**src/uls_params.svh**
```systemverilog
// register offsets, field positions and reset values of the line-status block
`ifndef ULS_PARAMS_SVH
`define ULS_PARAMS_SVH
`define ULS_AW             4
`define ULS_RXBUF_OFS      4'h0
`define ULS_STAT_OFS       4'h5
`define ULS_TOGGLE_OFS     4'h5
`define ULS_ATC_OFS        4'hc
`define ULS_IEN_OFS        4'hd
`define ULS_STAT_FIFOERR   7
`define ULS_STAT_TEMT      6
`define ULS_STAT_THRE      5
`define ULS_STAT_BRK       4
`define ULS_STAT_FRM       3
`define ULS_STAT_PAR       2
`define ULS_STAT_OVR       1
`define ULS_STAT_DR        0
`define ULS_TGL_RXPOL      7
`define ULS_TGL_TXPOL      5
`define ULS_ATC_RXPOL      7
`define ULS_ATC_RXAUTO     6
`define ULS_ATC_TXPOL      5
`define ULS_ATC_TXAUTO     4
`define ULS_IEN_THRE       0
`define ULS_TGL_RST        8'h80
`define ULS_TGL_MASK       8'ha0
`define ULS_ATC_RST        8'h00
`define ULS_ATC_MASK       8'hf0
`define ULS_IEN_RST        8'h00
`define ULS_LC_PEN         3
`define ULS_LC_EVEN        4
`define ULS_LC_STICK       5
`endif

```
**src/uls_pkg.sv**
```systemverilog
// types shared by the line-status block
package uls_pkg;
    // one register bus request
    typedef struct packed {
        logic [3:0] addr;
        logic [7:0] wdata;
        logic       wr;
        logic       rd;
    } uls_bus_t;
    // one character delivered by the receive shifter
    typedef struct packed {
        logic [7:0] data;
        logic       ninth;
        logic       stop_ok;
    } uls_rxchar_t;
    // one stored receive entry: data plus its line flags
    typedef struct packed {
        logic [7:0] data;
        logic       brk;
        logic       frm;
        logic       par;
    } uls_rxent_t;
endpackage

```
**src/uls_line_status.sv**
```systemverilog
// line status, receive buffer and transceiver toggle control of one channel
//
// Design decision made here: strobed register access.
`timescale 1ns/1ps
`default_nettype none
`include "uls_params.svh"
module uls_line_status
    import uls_pkg::*;
#(
    parameter int DEPTH = 256,                  // receive fifo entries
    parameter int PW    = 8                     // pointer width
)(
    input  wire logic        sys_clk,           // 250 MHz clock
    input  wire logic        reset,             // synchronous, active high
    input  wire uls_bus_t    bus,               // register request
    output logic [7:0]       rdata,             // read data, cycle after rd
    input  wire logic        fifo_mode,         // 1: fifo, 0: one-byte buffer
    input  wire logic        nine_bit_mode,     // nine-bit multidrop mode
    input  wire logic [7:0]  line_control,      // parity field in [5:3]
    input  wire logic        rx_valid,          // one-cycle character strobe
    input  wire uls_rxchar_t rx_char,           // received character
    input  wire logic        tx_hold_empty,     // holding reg or tx fifo empty
    input  wire logic        tx_shift_empty,    // transmit shifter empty
    input  wire logic        rx_active,         // core wants receiver on
    input  wire logic        tx_active,         // core wants driver on
    output logic             tx_irq,            // holding-empty interrupt
    output logic             receive_enable_out,
    output logic             transmit_enable_out
);

    // ****************************************************************
    // declarations
    // ****************************************************************
    uls_rxent_t      mem [DEPTH];               // receive storage
    logic [PW-1:0]   wp_ff, nxt_wp;             // write pointer
    logic [PW-1:0]   rp_ff, nxt_rp;             // read pointer
    logic [PW:0]     cnt_ff, nxt_cnt;           // stored characters
    logic [PW:0]     ecnt_ff, nxt_ecnt;         // stored errored characters
    logic            ovr_ff, nxt_ovr;           // overrun sticky
    logic            hack_ff, nxt_hack;         // head flags already reported
    logic [7:0]      tgl_ff, nxt_tgl;           // software toggle register
    logic [7:0]      atc_ff, nxt_atc;           // auto toggle register
    logic [7:0]      ien_ff, nxt_ien;           // interrupt enable register
    logic [7:0]      rdata_ff, nxt_rdata;       // read data
    logic            irq_ff, nxt_irq;           // interrupt output
    logic            rx_en_ff, nxt_rx_en;       // receive enable pin
    logic            tx_en_ff, nxt_tx_en;       // transmit enable pin
    logic [PW:0]     cap;                       // usable capacity
    logic            full;                      // storage full
    logic            push;                      // store a character
    logic            pop;                       // receive buffer read
    logic            exp_par;                   // expected parity bit
    uls_rxent_t      newent;                    // entry being stored
    uls_rxent_t      head;                      // entry at the head
    logic            new_err;                   // new entry carries an error
    logic [7:0]      stat_word;                 // assembled status
    logic            rxpol;                     // effective receive polarity
    logic            txpol;                     // effective transmit polarity

    // ****************************************************************
    // receive entry formation
    // ****************************************************************
    // parity check and flag forming for the incoming character
    always_comb
    begin
        cap  = fifo_mode ? (PW+1)'(DEPTH) : (PW+1)'(1);
        full = (cnt_ff >= cap);
        pop  = bus.rd && (bus.addr == `ULS_RXBUF_OFS) && (cnt_ff != '0);
        push = rx_valid && !full;
        // stick parity sends the inverse of the even select
        if (line_control[`ULS_LC_STICK])
            exp_par = ~line_control[`ULS_LC_EVEN];
        else
            exp_par = line_control[`ULS_LC_EVEN] ? ^rx_char.data : ~^rx_char.data;
        newent.data = rx_char.data;
        // a frame of zeros with no stop bit is a break
        newent.brk  = !rx_char.stop_ok && (rx_char.data == 8'h00)
                      && !rx_char.ninth;
        newent.frm  = !rx_char.stop_ok;
        if (nine_bit_mode)
            newent.par = rx_char.ninth;
        else
            newent.par = line_control[`ULS_LC_PEN]
                         && (rx_char.ninth != exp_par);
        new_err = newent.brk | newent.frm | newent.par;
        head    = mem[rp_ff];
    end

    // storage write, data only, no reset needed
    always_ff @(posedge sys_clk)
    begin
        if (push)
            mem[wp_ff] <= newent;
    end

    // ****************************************************************
    // pointers, counts and sticky flags
    // ****************************************************************
    // next pointer, count and flag values
    always_comb
    begin
        nxt_wp   = wp_ff;
        nxt_rp   = rp_ff;
        nxt_cnt  = cnt_ff;
        nxt_ecnt = ecnt_ff;
        nxt_ovr  = ovr_ff;
        nxt_hack = hack_ff;
        // one-byte mode keeps everything in slot zero
        if (push)
            nxt_wp = fifo_mode ? PW'(wp_ff + 1'b1) : '0;
        if (pop)
            nxt_rp = fifo_mode ? PW'(rp_ff + 1'b1) : '0;
        nxt_cnt = (PW+1)'(cnt_ff + push - pop);
        nxt_ecnt = (PW+1)'(ecnt_ff + (push && new_err)
                   - (pop && (head.brk | head.frm | head.par)));
        // overrun: sticky, clears on status read, set wins
        if (bus.rd && bus.addr == `ULS_STAT_OFS)
            nxt_ovr = 1'b0;
        if (rx_valid && full)
            nxt_ovr = 1'b1;
        // head flags hide after a status read until a new head
        if (bus.rd && bus.addr == `ULS_STAT_OFS)
            nxt_hack = 1'b1;
        if (pop || (cnt_ff == '0))
            nxt_hack = 1'b0;
    end

    // ****************************************************************
    // status assembly
    // ****************************************************************
    // line status as seen by a read this cycle
    always_comb
    begin
        stat_word = 8'h00;
        stat_word[`ULS_STAT_FIFOERR] = (ecnt_ff != '0);
        stat_word[`ULS_STAT_TEMT]    = tx_hold_empty && tx_shift_empty;
        stat_word[`ULS_STAT_THRE]    = tx_hold_empty;
        // error flags of the head, hidden once reported
        if (cnt_ff != '0 && !hack_ff)
        begin
            stat_word[`ULS_STAT_BRK] = head.brk;
            stat_word[`ULS_STAT_FRM] = head.frm;
            stat_word[`ULS_STAT_PAR] = head.par;
        end
        stat_word[`ULS_STAT_OVR] = ovr_ff;
        stat_word[`ULS_STAT_DR]  = (cnt_ff != '0);
    end

    // ****************************************************************
    // registers, read data and pins
    // ****************************************************************
    // register writes, read mux and pin levels
    always_comb
    begin
        nxt_tgl   = tgl_ff;
        nxt_atc   = atc_ff;
        nxt_ien   = ien_ff;
        nxt_rdata = 8'h00;
        // writes; unused toggle bits are masked off
        if (bus.wr)
        begin
            case (bus.addr)
                `ULS_TOGGLE_OFS: nxt_tgl = bus.wdata & `ULS_TGL_MASK;
                `ULS_ATC_OFS:    nxt_atc = bus.wdata & `ULS_ATC_MASK;
                `ULS_IEN_OFS:    nxt_ien = {7'h00, bus.wdata[`ULS_IEN_THRE]};
                default:         nxt_tgl = tgl_ff;
            endcase
        end
        // reads; unmapped addresses answer zero
        if (bus.rd)
        begin
            case (bus.addr)
                `ULS_RXBUF_OFS: nxt_rdata = head.data;
                `ULS_STAT_OFS:  nxt_rdata = stat_word;
                `ULS_ATC_OFS:   nxt_rdata = atc_ff;
                `ULS_IEN_OFS:   nxt_rdata = ien_ff;
                default:        nxt_rdata = 8'h00;
            endcase
        end
        // auto toggle control wins over the software polarity
        rxpol = atc_ff[`ULS_ATC_RXAUTO] ? atc_ff[`ULS_ATC_RXPOL]
                                       : tgl_ff[`ULS_TGL_RXPOL];
        txpol = atc_ff[`ULS_ATC_TXAUTO] ? atc_ff[`ULS_ATC_TXPOL]
                                       : tgl_ff[`ULS_TGL_TXPOL];
        nxt_rx_en = rxpol ? rx_active : ~rx_active;
        nxt_tx_en = txpol ? tx_active : ~tx_active;
        nxt_irq  = tx_hold_empty && ien_ff[`ULS_IEN_THRE];
    end

    // ****************************************************************
    // state registers
    // ****************************************************************
    // single registering process for all state except the receive storage
    always_ff @(posedge sys_clk)
    begin
        if (reset)
        begin
            wp_ff    <= '0;
            rp_ff    <= '0;
            cnt_ff   <= '0;
            ecnt_ff  <= '0;
            ovr_ff   <= 1'b0;
            hack_ff  <= 1'b0;
            tgl_ff   <= `ULS_TGL_RST;
            atc_ff   <= `ULS_ATC_RST;
            ien_ff   <= `ULS_IEN_RST;
            rdata_ff <= 8'h00;
            irq_ff   <= 1'b0;
            rx_en_ff <= 1'b0;
            tx_en_ff <= 1'b1;
        end
        else
        begin
            wp_ff    <= nxt_wp;
            rp_ff    <= nxt_rp;
            cnt_ff   <= nxt_cnt;
            ecnt_ff  <= nxt_ecnt;
            ovr_ff   <= nxt_ovr;
            hack_ff  <= nxt_hack;
            tgl_ff   <= nxt_tgl;
            atc_ff   <= nxt_atc;
            ien_ff   <= nxt_ien;
            rdata_ff <= nxt_rdata;
            irq_ff   <= nxt_irq;
            rx_en_ff <= nxt_rx_en;
            tx_en_ff <= nxt_tx_en;
        end
    end

    // outputs straight from flops
    assign rdata               = rdata_ff;
    assign tx_irq              = irq_ff;
    assign receive_enable_out  = rx_en_ff;
    assign transmit_enable_out = tx_en_ff;
endmodule
`default_nettype wire

```
**config.mk**
```make
export PLATFORM = sky130hd
export DESIGN_NAME = uls_line_status
export DESIGN_NICKNAME = d
export VERILOG_FILES = /design/src/uls_pkg.sv /design/src/uls_line_status.sv
export VERILOG_INCLUDE_DIRS = /design/src
export SDC_FILE = /design/constraint.sdc
export NUM_CORES = 2
export LEC_CHECK = 0
export BUFFER_PORTS_ARGS = -buffer_cell sky130_fd_sc_hd__buf_2
export CAP_MARGIN = 20
export CORE_UTILIZATION = 35
export CTS_BUF_LIST = sky130_fd_sc_hd__clkbuf_4 sky130_fd_sc_hd__clkbuf_8
export CTS_CLUSTER_SIZE = 8
export DETAILED_ROUTE_END_ITERATION = 16
export PLACE_DENSITY = 0.51
export SYNTH_ARGS = -nofsm -noshare
export SYNTH_HDL_FRONTEND = slang
export SYNTH_SLANG_ARGS = --single-unit
```
**constraint.sdc**
```tcl
create_clock -name sys_clk -period 14.6 [get_ports sys_clk]
set_input_delay 1.46 -clock sys_clk [delete_from_list [all_inputs] [get_ports sys_clk]]
set_output_delay 1.46 -clock sys_clk [all_outputs]
set_load 0.02 [all_outputs]
```
Word level (Yosys, flattened, before mapping). Memories as Yosys holds them, arrays and structs flattened. A register that Yosys moved wholly into a read port is not among the register bits. Index checks and enable logic that the tools add are counted.

Memories: 1. Word-level logic and storage cells: 82. RAM bits: 2816. Output and inout bits: 11. Bits in registers: 54.

Memory list: mem (depth 256, bits a word 11, rd ports 1, clocked after Yosys merged registers in 1, wr ports 1, RTL line uls_line_status.sv:34) `uls_rxent_t mem [DEPTH];`.

Bitwise operators: 8. Add/subtract/negate cells: 6. Equal/unequal tests: 4. Magnitude comparators: 1. Reduce and logical (&&, ||, !) cells: 31. Muxes and demuxes: 18.

Operators by type and width (number): 8-bit two-way mux (4); 8-bit one-hot mux with 4 select lines (1); 9-bit by 1-bit adder with 9-bit output (2); 9-bit nonzero test (2); 9-bit by 1-bit subtractor with 9-bit output (2); 8-bit by 1-bit adder with 8-bit output, second input constant (2); 1-bit logical AND (13); 1-bit two-way mux (11); 9-bit >= comparator (1); 9-bit logical NOT (1); 9-bit two-way mux (1); 4-bit equality test, second input constant (2); 8-bit logical NOT (1); 8-bit XNOR reduction (1); 8-bit XOR reduction (1); 2-bit AND reduction (3); 4-bit by 3-bit equality test with 1-bit output, second input constant (1); 1-bit logical NOT (4); 4-bit logical NOT (1); 1-bit inverter (4); 1-bit OR (4); 2-bit OR reduction (2); 3-bit two-way mux (1); 2-bit nonzero test (1); 2 further kinds (2).

Logic depth before layout (Yosys ltp).
Word-level depth: 10. Mapped depth: 27.

Worst setup path before layout. OpenSTA, ideal clock, no wires.

Path type: input -> register. Start point: input port rx_char[6] (netlist bit). End point: memory mem[0][2] (netlist bit), data pin. Cell stages on the path: 4. Arrival: 11293 ps. Library setup time: 2105 ps. Setup slack: 1202 ps. Path through: inv_1 ha_1 nand4_1 nor3_1.

RTL lines: start, declared (RTL line uls_line_status.sv:21) `input wire uls_rxchar_t rx_char,`; end, declared (RTL line uls_line_status.sv:34).

==> metrics.log <==
INFO  metric status = complete, no violations
INFO  metric synth_enable_flop_cells = 2,816
INFO  metric tritoncts.num_buffers = 464
INFO  metric timing.critical_path.slowest_stage_cell = sky130_fd_sc_hd__dfxtp_4
INFO  metric worst_ir_drop_vdd = 0.1175 mV
INFO  metric report.final.setup_viol = 0
INFO  metric hold_viol_final = 0
INFO  metric tritoncts = yes
INFO  metric most-common-layout-cells = sky130_fd_sc_hd__edfxtp_1, sky130_fd_sc_hd__mux4_2, sky130_fd_sc_hd__clkbuf_8
INFO  metric worst_ep_required_time = 15.65 ns
INFO  metric drtIter0Drc = 5,532
INFO  metric synth_top_area_share = 75.51%
INFO  metric max_root_sink_buffers = 4
INFO  metric multi_input_comb_area = 24,520 um^2
INFO  metric rsz0062_at_grt = false
INFO  metric average_detailed_routed_wire_length_per_instance = 30.46 um
INFO  metric vert_die_dim = 567.7 um
INFO  metric route.antenna.remaining_nets = 0
INFO  metric drc_errors = 0
INFO  metric detailed_place.area = 118,800 um^2
INFO  metric dpl.hpwl = 192.6 mm
INFO  metric timing.critical_path.to_type = flop
INFO  metric slew_viol_final = 0
INFO  metric syn_inst = 5,075
INFO  metric hold_bufs_at_cts = 0
INFO  metric pwr_density_cell = 130.1 nW/um^2
INFO  metric design.final.nets = 5,739
INFO  metric number_of_synthesized_register_bits = 2,878
INFO  metric worst_ep_arrival_time = 8.68 ns
INFO  metric drt-vias-per-instance = 5.363
INFO  metric final.setup.tns = 0 ns
INFO  metric row_count = 207
INFO  metric via_count = 54.67k
INFO  metric htree_levels = 5
INFO  metric distinct_cell_type_count_of_the_synthesized_netlist = 67
INFO  metric first_pass_iters = 6
INFO  metric post-cts-setup-buffer-count = 0
INFO  metric wl = 310.5 mm
INFO  metric clock.fmax = 131.0 MHz
INFO  metric grt_max_degree = 173
INFO  metric synthesis.yosys.warnings = 0
INFO  metric ratio_of_cells_with_drive_above_1_in_the_final_layout = 33.12%
INFO  metric synthesis.area_per_instance = 22.07 um^2
INFO  metric biggest_area_consumer_among_synthesized_cells = sky130_fd_sc_hd__edfxtp_1
INFO  metric layout.area.seq = 85,830 um^2
INFO  metric syn-cell-area = 112,000 um^2
INFO  metric io_buffers = 43
INFO  metric cells_along_the_critical_path = buf_12 > buf_4 > buf_4 > mux2i_1 > a221oi_1 > o21ai_0 > nand3_1 > o22ai_1 > or4_1 > a31oi_1 > ha_1 > inv_1 > ha_1 > inv_1 > fa_1 > nand2b_1 > a21oi_1 > o21ai_0 > a21oi_1 > o21ai_0 > a21oi_1 > o21ai_0 > a21oi_1
INFO  metric biggest_fanout_along_the_worst_timing_path = 117
INFO  metric period_minus_slack = 7.632 ns
INFO  metric cellLeakagePower = 38.05 nW
INFO  metric worst_clk_skew = 0.1271 ns
INFO  metric hp-class = reg -> reg
INFO  metric latest_clock_arrival_within_the_worst_skew_pair = 1.12 ns
INFO  metric place.gp.congestion = 0.8376
INFO  metric async_flop_share = 0%
INFO  metric start_util = 35.21%
INFO  metric ys_top_cells_by_area = sky130_fd_sc_hd__edfxtp_1, sky130_fd_sc_hd__mux4_2, sky130_fd_sc_hd__nor2_1
INFO  metric cts_root_buffer = sky130_fd_sc_hd__clkbuf_8
INFO  metric critPathLaunchType = flop
INFO  metric via_count_of_the_first_global_routing_pass = 56.24k
INFO  metric layout_commonest_cell = sky130_fd_sc_hd__edfxtp_1
INFO  metric timing.max_slew.rel_slack = 17.45%
INFO  metric cts_resized = 0
INFO  metric grt_use_total = 19.09%
INFO  metric syn_nets = 5,158
INFO  metric layout-area-overhead-vs-synth = 14.26%
INFO  metric fillCellCount = 28.25k
INFO  metric clock-sinks = 2,878
INFO  metric timing.critical_path.slowest_cell_delay = 0.69 ns
INFO  metric post-route-period-util = 52.27%
INFO  metric worstMarginPinSlew = 1.234 ns
INFO  metric synth-seq-area-share = 76.62%
INFO  metric critPathKind = reg -> reg
INFO  metric die_area = 322,200 um^2
INFO  metric global_route_wire_length_before_repair = 434.9 mm
INFO  metric path_clk_slew = 0.06 ns
INFO  metric die_x = 567.7 um
INFO  metric fin_area = 128,000 um^2
INFO  metric io_pins = 52
INFO  metric initial_antenna_violation_count = 21
INFO  metric maxCapViolCount = 0
INFO  metric grt_overflow = 0
INFO  metric synth_top_flop_cell = sky130_fd_sc_hd__edfxtp_1
INFO  metric core = 318,100 um^2
report_power, final:
| part | internal, W | switching [W] | total (W) |
|---|---|---|---|
| sequential | 0.00911 | 0.0000235 | 0.00914 |
| clock | 0.00362 | 0.00317 | 0.00679 |
| combinational | 0.000250 | 0.000466 | 0.000716 |
| total | 0.0130 | 0.00366 | 0.0166 |
flip-flops by register name, indices dropped and copies added, names as in the netlist, named ones only:
name / flops
atc_ff: 4
cnt_ff: 9
ecnt_ff: 9
hack_ff: 1
ien_ff: 1
mem: 2816
ovr_ff: 1
rdata: 8
receive_enable_out: 1
rp_ff: 8
tgl_ff: 2
transmit_enable_out: 1
tx_irq: 1
wp_ff: 8
routing by layer:
metal | up-vias | GRT usage, % | wire (um)
li1 | 22540 | - | -
met1 | 29650 | 25.76 | 129800
met2 | 1985 | 30.47 | 147800
met3 | 493 | 4.264 | 22390
met4 | 2 | 6.735 | 10520
met5 | - | 0 | 15
stage by stage:
step	std cells	power, W	util, %	hold WS, ns	worst slack [ns]
3_3_place_gp	9311	0.01001	37.24	0.4479	6.907
4_1_cts	10170	0.01683	40.17	0.4728	7.070
5_1_grt	10190	0.01720	40.23	0.4807	6.630
2_1_floorplan	5075	0.009726	-	0.4293	1.202
6_report	10190	0.01665	40.23	0.4687	6.968
3_5_place_dp	9350	0.01003	37.36	0.4583	7.053
kinds of logic after synthesis:
kind of cell | after synthesis | share of synthesized area (%)
DFF | 2878 | 76.62
muxes | 907 | 16.94
and+or+nand+nor | 608 | 2.392
buffers and inverters | 334 | 1.652
AOI/OAI and AO/OA | 275 | 1.671
adders and majority gates | 42 | 0.4826
xor gates and xnor gates | 31 | 0.2424
critical path, delay by kind of cell (launching register included):
| family | cells | cell delay [ns] |
|---|---|---|
| buf+inv | 5 | 2.04 |
| fa+ha+maj | 3 | 0.88 |
| flops | 1 | 0.69 |
| compound gates | 11 | 2.34 |
| simple gates | 3 | 1.09 |
| mux | 1 | 0.34 |
path summary, 6_finish.rpt:
path | from | to | slack [ns] | depth (start not counted)
worst max register to register | flop | ecnt_ff[8] | 6.97 | 23
worst min-delay path | tgl_ff[7] | tgl_ff[7] | 0.47 | 1
worst min register to register | tgl_ff[7] | tgl_ff[7] | 0.47 | 1
worst max-delay path | flop | ecnt_ff[8] | 6.97 | 23
cell type report:
class                           count  share of cell area (%)
Timing Repair Buffer              398                   2.512
Antenna cell                        5                0.009778
Multi-Input combinational cell   1863                   19.16
Clock buffer                      675                   6.297
Inverter                           51                  0.1613
Clock inverter                    144                  0.6972
Sequential cell                  2878                   67.07
Tap cell                         4180                   4.087
Yosys cell counts, drive strengths merged, types with 40 or more instances:
cell type  instances
a21oi             55
a22oi             44
buf              177
clkbuf           106
dfxtp             62
edfxtp          2816
ha                40
inv               50
mux2i            107
mux4             790
nand2             90
nand3             62
nor2             333
o21ai             40
Power figures use the tool's default switching activity.
